[src/logic/msirq_defs.svh]
`ifndef MSIRQ_DEFS_SVH
`define MSIRQ_DEFS_SVH

// ----------------------------------------------------------------
// Register port geometry
// ----------------------------------------------------------------
`define MSIRQ_AW          9
`define MSIRQ_DW          16

// ----------------------------------------------------------------
// Register offsets (word index)
// ----------------------------------------------------------------
`define MSIRQ_OFF_SRST    9'h000
`define MSIRQ_OFF_STAT0   9'h001
`define MSIRQ_OFF_STAT1   9'h002
`define MSIRQ_OFF_EN0     9'h003
`define MSIRQ_OFF_EN1     9'h004

// ----------------------------------------------------------------
// Values and masks
// ----------------------------------------------------------------
`define MSIRQ_SRST_KEY    16'h789a
`define MSIRQ_RST_VAL     16'h0000
`define MSIRQ_STAT0_MASK  16'h55cc
`define MSIRQ_EN0_MASK    16'h04cc
`define MSIRQ_STAT1_MASK  16'hceff
`define MSIRQ_EN1_MASK    16'hceff
`define MSIRQ_CS_MASK     16'h5500

// ----------------------------------------------------------------
// First status field positions
// ----------------------------------------------------------------
`define MSIRQ_B_CS0       14
`define MSIRQ_B_CS1       12
`define MSIRQ_B_CS2       10
`define MSIRQ_B_CS3       8
`define MSIRQ_B_VSEQ      7
`define MSIRQ_B_ISEQ      6
`define MSIRQ_B_SAG       3
`define MSIRQ_B_PLOSS     2

// ----------------------------------------------------------------
// Second status field positions
// ----------------------------------------------------------------
`define MSIRQ_B_NOV1      15
`define MSIRQ_B_NOV0      14
`define MSIRQ_B_THDU      11
`define MSIRQ_B_THDI      10
`define MSIRQ_B_DFT       9
`define MSIRQ_B_DIR_HI    7
`define MSIRQ_B_DIR_LO    0

// ----------------------------------------------------------------
// Soft reset hold length in clock cycles
// ----------------------------------------------------------------
`define MSIRQ_SRST_HOLD   4

`endif

[src/logic/msirq_pkg.sv]
`include "msirq_defs.svh"

package msirq_pkg;

    // ----------------------------------------------------------------
    // Basic words
    // ----------------------------------------------------------------
    typedef logic [`MSIRQ_AW-1:0] msirq_addr_t;
    typedef logic [`MSIRQ_DW-1:0] msirq_word_t;

    // ----------------------------------------------------------------
    // Register port request
    // ----------------------------------------------------------------
    typedef struct packed {
        msirq_addr_t addr;
        msirq_word_t wdata;
        logic        wr;
        logic        rd;
    } msirq_bus_req_t;

    // ----------------------------------------------------------------
    // Condition levels from the measurement logic
    // ----------------------------------------------------------------
    typedef struct packed {
        logic checksum_first_error;
        logic checksum_second_error;
        logic checksum_third_error;
        logic checksum_fourth_error;
        logic voltage_sequence_error;
        logic current_sequence_error;
        logic voltage_sag_flag;
        logic phase_loss_flag;
    } msirq_first_cond_t;

    typedef struct packed {
        logic       nline_sampled_over;
        logic       nline_calc_over;
        logic       thd_voltage_over;
        logic       thd_current_over;
        logic       transform_done;
        logic [7:0] energy_dir_change;
    } msirq_second_cond_t;

    // ----------------------------------------------------------------
    // Soft reset sequencer states
    // ----------------------------------------------------------------
    typedef enum logic [1:0] {
        MSIRQ_ST_IDLE = 2'b01,
        MSIRQ_ST_HOLD = 2'b10
    } msirq_srst_state_t;

endpackage : msirq_pkg

[src/logic/msirq_rst_gen.sv]
`timescale 1ns/1ps
`include "msirq_defs.svh"

module msirq_rst_gen
    import msirq_pkg::*;
#(
    parameter int HOLD = `MSIRQ_SRST_HOLD
) (
    input  wire logic clk,
    input  wire logic resetn,
    input  wire logic trigger,
    output logic      srst_active
);

    localparam int CW = $clog2(HOLD + 1);

    msirq_srst_state_t state_q;
    msirq_srst_state_t state_d;
    logic [CW-1:0]     cnt_q;
    logic [CW-1:0]     cnt_d;

    // ----------------------------------------------------------------
    // Next state
    // ----------------------------------------------------------------
    always_comb begin
        state_d = state_q;
        cnt_d   = cnt_q;
        unique case (state_q)
            MSIRQ_ST_IDLE: begin
                if (trigger) begin
                    state_d = MSIRQ_ST_HOLD;
                    cnt_d   = CW'(HOLD - 1);
                end
            end
            MSIRQ_ST_HOLD: begin
                if (cnt_q == '0) begin
                    state_d = MSIRQ_ST_IDLE;
                end else begin
                    cnt_d = cnt_q - 1'b1;
                end
            end
            default: begin
                state_d = MSIRQ_ST_IDLE;
                cnt_d   = '0;
            end
        endcase
    end

    always_ff @(posedge clk or negedge resetn) begin
        if (!resetn) begin
            state_q <= MSIRQ_ST_IDLE;
            cnt_q   <= '0;
        end else begin
            state_q <= state_d;
            cnt_q   <= cnt_d;
        end
    end

    assign srst_active = (state_q == MSIRQ_ST_HOLD);

endmodule : msirq_rst_gen

[src/logic/msirq_top.sv]
// Summary of operation
// - Only a write of the key to offset zero starts a full reset.
// - Soft reset restores every register to default, like the hardware reset.
// - Reading the soft reset register always returns zero.
// - First interrupt is high while any enabled first-status flag is set.
// - Second interrupt is high while any enabled second-status flag is set.
// - Bit 14 flags a checksum error on the first configuration group.
// - Bit 12 flags a checksum error on the second configuration group.
// - Bit 10 flags a checksum error on the third configuration group.
// - Bit 8 flags a checksum error on the fourth configuration group.
// - Any checksum error flag raises the warning pin in the same cycle.
// - Bit 7 flags a wrong voltage phase sequence.
// - Bit 6 flags a wrong current phase sequence.
// - Bit 3 flags voltage sag on one or more phases.
// - Bit 2 flags loss of one or more voltage phases.
// - First status resets to zero and a host read returns then clears it.
// - First enable register resets to zero, enables at bits 10, 7, 6, 3, 2.
// - Second status resets to zero, clears on read, holds its event flags.
`timescale 1ns/1ps
`include "msirq_defs.svh"

module msirq_top
    import msirq_pkg::*;
#(
    parameter int SRST_HOLD = `MSIRQ_SRST_HOLD
) (
    input  wire logic               clk,
    input  wire logic               resetn,
    input  wire msirq_bus_req_t     bus_req,
    output msirq_word_t             rdata,
    input  wire msirq_first_cond_t  cond_first,
    input  wire msirq_second_cond_t cond_second,
    output logic                    interrupt_out_first,
    output logic                    interrupt_out_second,
    output logic                    warning_out,
    output logic                    device_soft_reset
);

    // ----------------------------------------------------------------
    // Decode helpers
    // ----------------------------------------------------------------
    function automatic logic addr_hit(input msirq_addr_t a, input msirq_addr_t off);
        return a == off;
    endfunction : addr_hit

    function automatic msirq_word_t pack_first(input msirq_first_cond_t c);
        msirq_word_t w;
        w                 = `MSIRQ_RST_VAL;
        w[`MSIRQ_B_CS0]   = c.checksum_first_error;
        w[`MSIRQ_B_CS1]   = c.checksum_second_error;
        w[`MSIRQ_B_CS2]   = c.checksum_third_error;
        w[`MSIRQ_B_CS3]   = c.checksum_fourth_error;
        w[`MSIRQ_B_VSEQ]  = c.voltage_sequence_error;
        w[`MSIRQ_B_ISEQ]  = c.current_sequence_error;
        w[`MSIRQ_B_SAG]   = c.voltage_sag_flag;
        w[`MSIRQ_B_PLOSS] = c.phase_loss_flag;
        return w;
    endfunction : pack_first

    function automatic msirq_word_t pack_second(input msirq_second_cond_t c);
        msirq_word_t w;
        w                                   = `MSIRQ_RST_VAL;
        w[`MSIRQ_B_NOV1]                    = c.nline_sampled_over;
        w[`MSIRQ_B_NOV0]                    = c.nline_calc_over;
        w[`MSIRQ_B_THDU]                    = c.thd_voltage_over;
        w[`MSIRQ_B_THDI]                    = c.thd_current_over;
        w[`MSIRQ_B_DFT]                     = c.transform_done;
        w[`MSIRQ_B_DIR_HI:`MSIRQ_B_DIR_LO]  = c.energy_dir_change;
        return w;
    endfunction : pack_second

    // ----------------------------------------------------------------
    // State
    // ----------------------------------------------------------------
    msirq_word_t stat0_q;
    msirq_word_t stat0_d;
    msirq_word_t stat1_q;
    msirq_word_t stat1_d;
    msirq_word_t en0_q;
    msirq_word_t en0_d;
    msirq_word_t en1_q;
    msirq_word_t en1_d;
    msirq_word_t rdata_q;
    msirq_word_t rdata_d;
    logic        interrupt_out_first_q;
    logic        interrupt_out_first_d;
    logic        interrupt_out_second_q;
    logic        interrupt_out_second_d;
    logic        warn_q;
    logic        warn_d;
    msirq_word_t cond0;
    msirq_word_t cond1;
    logic        key_hit;
    logic        clr0;
    logic        clr1;
    logic        srst_active;

    // ----------------------------------------------------------------
    // Soft reset sequencer
    // ----------------------------------------------------------------
    msirq_rst_gen #(
        .HOLD        (SRST_HOLD)
    ) u_rst_gen (
        .clk         (clk),
        .resetn      (resetn),
        .trigger     (key_hit),
        .srst_active (srst_active)
    );

    // ----------------------------------------------------------------
    // Next values
    // ----------------------------------------------------------------
    always_comb begin
        cond0   = pack_first(cond_first);
        cond1   = pack_second(cond_second);
        // Writes during the hold are dropped so a repeated key cannot stretch it
        key_hit = bus_req.wr && addr_hit(bus_req.addr, `MSIRQ_OFF_SRST)
                  && (bus_req.wdata == `MSIRQ_SRST_KEY) && !srst_active;
        clr0    = bus_req.rd && addr_hit(bus_req.addr, `MSIRQ_OFF_STAT0);
        clr1    = bus_req.rd && addr_hit(bus_req.addr, `MSIRQ_OFF_STAT1);
        stat0_d = stat0_q;
        stat1_d = stat1_q;
        en0_d   = en0_q;
        en1_d   = en1_q;
        rdata_d = `MSIRQ_RST_VAL;
        if (srst_active) begin
            // Conditions are ignored for the whole hold; they re-latch after it
            stat0_d = `MSIRQ_RST_VAL;
            stat1_d = `MSIRQ_RST_VAL;
            en0_d   = `MSIRQ_RST_VAL;
            en1_d   = `MSIRQ_RST_VAL;
        end else begin
            // A condition present in the clearing cycle wins over the clear
            stat0_d = (cond0 | (stat0_q & ~{`MSIRQ_DW{clr0}})) & `MSIRQ_STAT0_MASK;
            stat1_d = (cond1 | (stat1_q & ~{`MSIRQ_DW{clr1}})) & `MSIRQ_STAT1_MASK;
            if (bus_req.wr && addr_hit(bus_req.addr, `MSIRQ_OFF_EN0)) begin
                en0_d = bus_req.wdata & `MSIRQ_EN0_MASK;
            end
            if (bus_req.wr && addr_hit(bus_req.addr, `MSIRQ_OFF_EN1)) begin
                en1_d = bus_req.wdata & `MSIRQ_EN1_MASK;
            end
            if (bus_req.rd) begin
                unique case (bus_req.addr)
                    `MSIRQ_OFF_SRST:  rdata_d = `MSIRQ_RST_VAL;
                    `MSIRQ_OFF_STAT0: rdata_d = stat0_q;
                    `MSIRQ_OFF_STAT1: rdata_d = stat1_q;
                    `MSIRQ_OFF_EN0:   rdata_d = en0_q;
                    `MSIRQ_OFF_EN1:   rdata_d = en1_q;
                    default:          rdata_d = `MSIRQ_RST_VAL;
                endcase
            end
        end
        // Pins follow the flags in the cycle they land, so no extra latency
        interrupt_out_first_d = |(stat0_d & en0_d);
        interrupt_out_second_d = |(stat1_d & en1_d);
        warn_d = |(stat0_d & `MSIRQ_CS_MASK);
    end

    always_ff @(posedge clk or negedge resetn) begin
        if (!resetn) begin
            stat0_q <= `MSIRQ_RST_VAL;
            stat1_q <= `MSIRQ_RST_VAL;
            en0_q   <= `MSIRQ_RST_VAL;
            en1_q   <= `MSIRQ_RST_VAL;
            rdata_q <= `MSIRQ_RST_VAL;
            interrupt_out_first_q  <= 1'b0;
            interrupt_out_second_q  <= 1'b0;
            warn_q  <= 1'b0;
        end else begin
            stat0_q <= stat0_d;
            stat1_q <= stat1_d;
            en0_q   <= en0_d;
            en1_q   <= en1_d;
            rdata_q <= rdata_d;
            interrupt_out_first_q  <= interrupt_out_first_d;
            interrupt_out_second_q  <= interrupt_out_second_d;
            warn_q  <= warn_d;
        end
    end

    assign rdata                = rdata_q;
    assign interrupt_out_first  = interrupt_out_first_q;
    assign interrupt_out_second = interrupt_out_second_q;
    assign warning_out          = warn_q;
    assign device_soft_reset    = srst_active;
endmodule : msirq_top
[config.mk]
export PLATFORM = sky130hd
export DESIGN_NAME = msirq_top
export DESIGN_NICKNAME = d
export VERILOG_FILES = /design/src/logic/msirq_pkg.sv /design/src/logic/msirq_rst_gen.sv /design/src/logic/msirq_top.sv
export VERILOG_INCLUDE_DIRS = /design/src /design/src/logic
export SDC_FILE = /design/constraint.sdc
export NUM_CORES = 1
export LEC_CHECK = 0
export ABC_AREA = 1
export ABC_CLOCK_PERIOD_IN_PS = 6250
export CAP_MARGIN = 15
export CORE_UTILIZATION = 35
export CTS_CLUSTER_DIAMETER = 150
export DETAILED_ROUTE_END_ITERATION = 10
export DONT_BUFFER_PORTS = 1
export PLACE_DENSITY = 0.57
export SETUP_SLACK_MARGIN = 0.5
export SYNTH_ARGS = -nofsm -noshare
export SYNTH_HDL_FRONTEND = slang
export SYNTH_SLANG_ARGS = --single-unit
[constraint.sdc]
create_clock -name clk -period 6.25 [get_ports clk]
set_clock_uncertainty 0.2 [all_clocks]
set_input_delay 0.3125 -clock clk [delete_from_list [all_inputs] [get_ports clk]]
set_output_delay 0.3125 -clock clk [all_outputs]
set_load 0.1 [all_outputs]
; Word level (Yosys, flattened, before mapping)
; Cells that the tools add are included.
[classes]
n_addsub = 1
eq_ne = 10
muxes = 15
bitwise = 8
reduce_logical = 15
[ops]
columns = op, count
row1 = two-way mux 16 bit, 7
row2 = one-hot mux 16 bit (4 select lines), 1
row3 = AND 16 bit, 2
row4 = OR reduction 16 bit, 2
row5 = == test 9 x 2 -> 1 bit (second input constant), 2
row6 = AND 15 x 16 -> 16 bit, 1
row7 = == test 16 x 15 -> 1 bit (second input constant), 1
row8 = NOT 16 bit, 1
row9 = OR 16 bit, 1
row10 = AND 15 bit, 1
row11 = two-way mux 15 bit, 1
row12 = NOT 15 bit, 1
row13 = OR 15 bit, 1
row14 = == test 9 x 1 -> 1 bit (second input constant), 1
row15 = == test 9 x 3 -> 1 bit (second input constant), 1
row16 = zero test 9 bit, 1
row17 = logical AND 1 bit, 7
row18 = two-way mux 3 bit, 2
row19 = one-hot mux 3 bit (2 select lines), 1
row20 = two-way mux 2 bit, 2
row21 = != test 2 bit (second input constant), 2
row22 = one-hot mux 2 bit (2 select lines), 1
row23 = AND reduction 2 bit, 2
row24 = OR reduction 4 bit, 1
row25 = other kinds (6), 6
[word_totals]
ff_bits = 87
input_bits = 50
out_inout_bits = 20
word_cells = 59

; Logic depth before layout (Yosys ltp)
[logic_depth]
ltp_word = 8
ltp_mapped = 12
ltp_nobuf = 11

; Hierarchy
; From an unflattened synthesis, not the netlist that was laid out.
[hier_totals]
hier_cells = 431
hier_area_um2 = 3460.8
[modules_own_cells]
columns = module, n_inst, cells_each, area_per_inst_um2, seq_area_each_um2
row1 = msirq_top, 1, 390, 3120.5, 1526.5
row2 = msirq_rst_gen, 1, 41, 340.3, 126.4

; Worst setup path after synthesis
; OpenSTA, ideal clock, no wires.
[synth_path]
kind = register to register
startpoint = reg u_rst_gen.state_q[0]
endpoint = reg u_rst_gen.cnt_q[0]
setup_ps = 117
arrival_ps = 2219
setup_slack_ps = 3714
stages_incl_launch_ff = 12
n_path_buf = 1
path_cell_list = dfstp_2 > inv_1 > ha_1 > buf_2 > inv_1 > nand4_1 > nor3_1 > nand3_1 > nand2_1 > nand2_1 > nand2_1 > nand2_1
[synth_via]
elab_chain_len = 5
word_cells_on_any_way = 8
cone_classes = eq/ne (4) / mux (1) / reduce/logical (3)
[synth_lines]
columns = element, line_no
row1 = "start, declared", msirq_rst_gen.sv:17  ; msirq_srst_state_t state_q;
row2 = "start signal, assigned", msirq_rst_gen.sv:54  ; state_q <= state_d;
row3 = == test 2 bit (*), msirq_rst_gen.sv:59  ; assign srst_active = (state_q == MSIRQ_ST_HOLD);
row4 = named net device_soft_reset, msirq_top.sv:36  ; output logic device_soft_reset
row5 = zero test 1 bit, msirq_top.sv:118  ; && (bus_req.wdata == `MSIRQ_SRST_KEY) && !srst_active;
row6 = logical AND 1 bit, msirq_top.sv:117  ; key_hit = bus_req.wr && addr_hit(bus_req.addr, `MSIRQ_OFF_SRST)
row7 = != test 2 bit (no source line), --
row8 = AND reduction 2 bit (no source line), --
row9 = "end signal, assigned", msirq_rst_gen.sv:55  ; cnt_q <= cnt_d;
row10 = "end, declared", msirq_rst_gen.sv:19  ; logic [CW-1:0] cnt_q;
; Mark *: on every way through the listed nets, which the timed path passes. The rest lies on a longest branch.
; A chain may end at the register's enable or synchronous reset.

; Worst setup path in the final report
[layout_path]
startpoint = reg u_rst_gen.state_q[0]
endpoint = reg u_rst_gen.cnt_q[1]
; The elaborated chain is that of the path after synthesis.

==> metrics.md <==
| Metric | Value |
|---|---|
| Status | `complete, no violations` |
| Final setup viols | `0` |
| Share of post-route cells with drive strength above 1 | `around an eighth` |
| # Max-Cap Violations | `0` |
| Hold slack | `19.0 ps` |
| Routability cong. | `0.770` |
| Flop pwr share | `55.3%` |
| Post-synthesis cell type count | `36` |
| Core area | `9370 µm²` |
| Clock buffer depth | `2` |
| CTS sink cnt | `66` |
| Worst setup EP type | `flop` |
| DIE HEIGHT | `101 µm` |
| P_leak | `1.98 nW` |
| DPL Wire Length | `6160 µm` |
| Most used DFF post-synth | `dfrtp_1` |
| Register bit total from synthesis | `66` |
| CTS clk-pin slew, worst paths | `around 70 ps` |
| Synth area leaders | `dfrtp_1 47%, nand2_1 9.4%, inv_1 7.3%` |
| Slowest CP cell | `ha_2` |
| Vias per cell | `approximately 4.8` |
| Cells after Synth | `~420` |
| Worst Hold Path EP | `en0_q[7]` |
| Total gr overflow | `0` |
| Crit-path cells | `inv_1 -> ha_2 -> inv_1 -> nand4_1 -> nor3_1 -> nand3_1 -> nand2_1 -> nand2_1 -> nand2_1 -> nand2_1` |
| Commonest cells after routing, fill and taps aside | `86 x nand2_1, 67 x inv_1, 65 x dfrtp_1, 40 x nor2_1, 28 x a21oi_1` |
| Fmax | `around 0.31 GHz` |
| Mean post-synth cell area | `8.26 µm²` |
| Hold Path Cell Cnt | `2` |
| Combinational share of power | `about 6.6%` |
| Die W | `101 µm` |
| Area delta synth->final | `13.3%` |
| Syn. warnings | `0` |
| Cell Rows | `35` |
| Largest net degree at the start of global routing | `67` |
| DRC | `0` |
| Startpoint of the worst hold path | `bus_req[9]` |
| Commonest non-fill, non-tap cell in the layout | `nand2_1` |
| # IOs | `70` |
| Fin crit share | `between 50% and 60%` |
| Clock Power Share | `38.2%` |
| CP Class | `flop to flop` |
| Syn Nets | `471` |
| CP Max Fanout | `28` |
| R2R Setup Slk | `about 3100 ps` |
| Area leader, netlist | `dfrtp_1` |
| Switching part of the total | `25.6%` |
| Via count of the routed design | `2749` |
| CTS tree | `yes` |
| Routed Antenna Nets | `0` |
| Port buffer count | `0` |
| Worst min path class | `input pin to flop` |
| Routed WL | `about 8600 µm` |
| Relative slew slack | `about 25%` |
| Worst reg2reg endpoint | `u_rst_gen.cnt_q[1]` |
| Die ar. | `approximately 10000 µm²` |
| Crit-path max cell delay | `930 ps` |
| R2r startpoint | `u_rst_gen.state_q[0]` |
| H-tree depth | `3` |
| Avg WL per Cell | `15.2 µm` |
| Initial core utilization | `about 37%` |
| Worst Max-Slew Pin Slew | `1120 ps` |
| Post-route core utilization | `41.6%` |
| N_diodes | `0` |
| Drt first pass iters | `4` |
| Non-filler cells, final | `~570` |
| Vias in the first global route | `2722` |
| Worst reg2reg path depth | `10` |
| Most frequent CP cell | `nand2_1` |
| Post-route minimum period | `around 3200 ps` |
| Power density cells | `~210 nW/µm²` |
| Req. time, crit path | `6330 ps` |
| RSZ-0062 raised after global routing | `no` |
| Antenna violations before repair | `0` |
| Final Hold Vio Count | `0` |
| Crit path DAT | `around 3300 ps` |
| First-pass GRT wire length | `approximately 14000 µm` |
| Clock latency on the worst-skew pair | `340 ps` |
| TNS Setup | `0 ps` |
| Sequential share of the synthesized area | `48.0%` |
| Area of the mapped netlist | `3440 µm²` |
| Final Max Tran Viols | `0` |
| Post-CTS Setup Bufs | `0` |
| EDFF count, synth | `0` |
| CTS buffer count | `9` |
| Startpoint Class | `flop` |
| Post-synth top area share | `47.2%` |
| Maximum VDD drop | `0.0999 mV` |
| Int Pwr | `604 µW` |
| GR Util All Layers | `18.2%` |
| Total net switching power | `207 µW` |
| Final layout net count | `490` |
| Fraction of registers with async set or reset after synthesis | `100%` |
| Root buf cell | `clkbuf_8` |
| Placed instance count | `between 500 and 600` |
| Initial DRC Count | `135` |
==> metal layers <==
| metal | vias to the layer above | wire length [µm] | track usage (%) | part of all wire, % |
|---|---|---|---|---|
| met1 | 1313 | 3900 | 24.2 | 45 |
| met3 | 7 | 592 | 5.94 | 6.9 |
| met2 | 71 | 4050 | 28.9 | 47 |
| met4 | 0 | 81 | 4.68 | 0.94 |
| met5 | - | 0 | 0 | 0 |
| li1 | 1358 | - | - | - |
==> layout make-up <==
type | instances | area, µm²
Clock inverter | 3 | 17.5
Tap cell | 129 | 161
Timing Repair Buffer | 20 | 218
Sequential cell | 66 | 1650
Clock buffer | 11 | 141
Inverter | 72 | 270
Multi-Input combinational cell | 267 | 1440
Fill cell | 984 | 5470
==> timing repair <==
item	4_1_cts	5_1_grt
gates resized for setup	0	0
hold buffers	20	0
hold endpoints to repair	91	0
==> flip-flops by register name, indices dropped and copies added, names as in the netlist <==
name and cells:
stat0_q 8, u_rst_gen.cnt_q 3, interrupt_out_first 1, warning_out 1, interrupt_out_second 1, rdata 16, en0_q 8, en1_q 13
u_rst_gen.state_q 2, stat1_q 13
==> critical path: cells and delay by family, from the launching register on <==
family                     cells  cell delay, ps
buffers and inverters          2             740
adders and majority gates      1             930
DFF                            1             380
and+or+nand+nor                7             870
==> synth_stat cells (5+ instances only) <==
library cell / number
o21bai_1: 6
nand3_1: 21
nand2_2: 5
nand3_2: 5
a21oi_1: 28
inv_1: 67
o21ai_0: 5
inv_2: 5
nand3b_1: 5
a21oi_2: 14
nand2_1: 86
o22ai_1: 8
nand4_1: 16
dfrtp_1: 65
nor2_1: 40
==> power groups by stage <==
stage / Combinational (mW) / Clock (mW) / Sequential [mW]
3_3_place_gp: 0.0324 / 0 / 0.457
4_1_cts: 0.0544 / 0.319 / 0.449
3_5_place_dp: 0.0323 / 0 / 0.457
5_1_grt: 0.0602 / 0.337 / 0.449
6_report: 0.0532 / 0.310 / 0.449
2_1_floorplan: 0.0277 / 0 / 0.456
==> worst max-delay path by stage <==
stage	endpoint	slack, ps	from
floorplan	u_rst_gen.cnt_q[0]	3710	u_rst_gen.state_q[0]
global placement	u_rst_gen.cnt_q[1]	3170	u_rst_gen.state_q[0]
detailed placement	u_rst_gen.cnt_q[1]	3050	u_rst_gen.state_q[0]
CTS	u_rst_gen.cnt_q[2]	3030	u_rst_gen.state_q[0]
global route	u_rst_gen.state_q[1]	2830	u_rst_gen.state_q[0]
finish	u_rst_gen.cnt_q[1]	3060	u_rst_gen.state_q[0]
==> logic make-up after synthesis <==
| logic type | after synthesis | share of synthesized area, % |
|---|---|---|
| AOI/OAI and AO/OA | 63 | 11.8 |
| other | 1 | 0.109 |
| buffers and inverters | 84 | 10.3 |
| adders and majority gates | 4 | 1.45 |
| and+or+nand+nor | 199 | 28.4 |
| DFF | 66 | 48.0 |
==> through the flow <==
stage / worst slack (ps) / cell area [µm²] / total power [mW]
5_1_grt: 2830 / 3900 / 0.847
2_1_floorplan: 3710 / 3440 / 0.484
6_report: 3060 / 3900 / 0.811
3_5_place_dp: 3050 / 3520 / 0.489
3_3_place_gp: 3170 / 3520 / 0.489
4_1_cts: 3030 / 3900 / 0.821
Power figures use the tool's default switching activity.
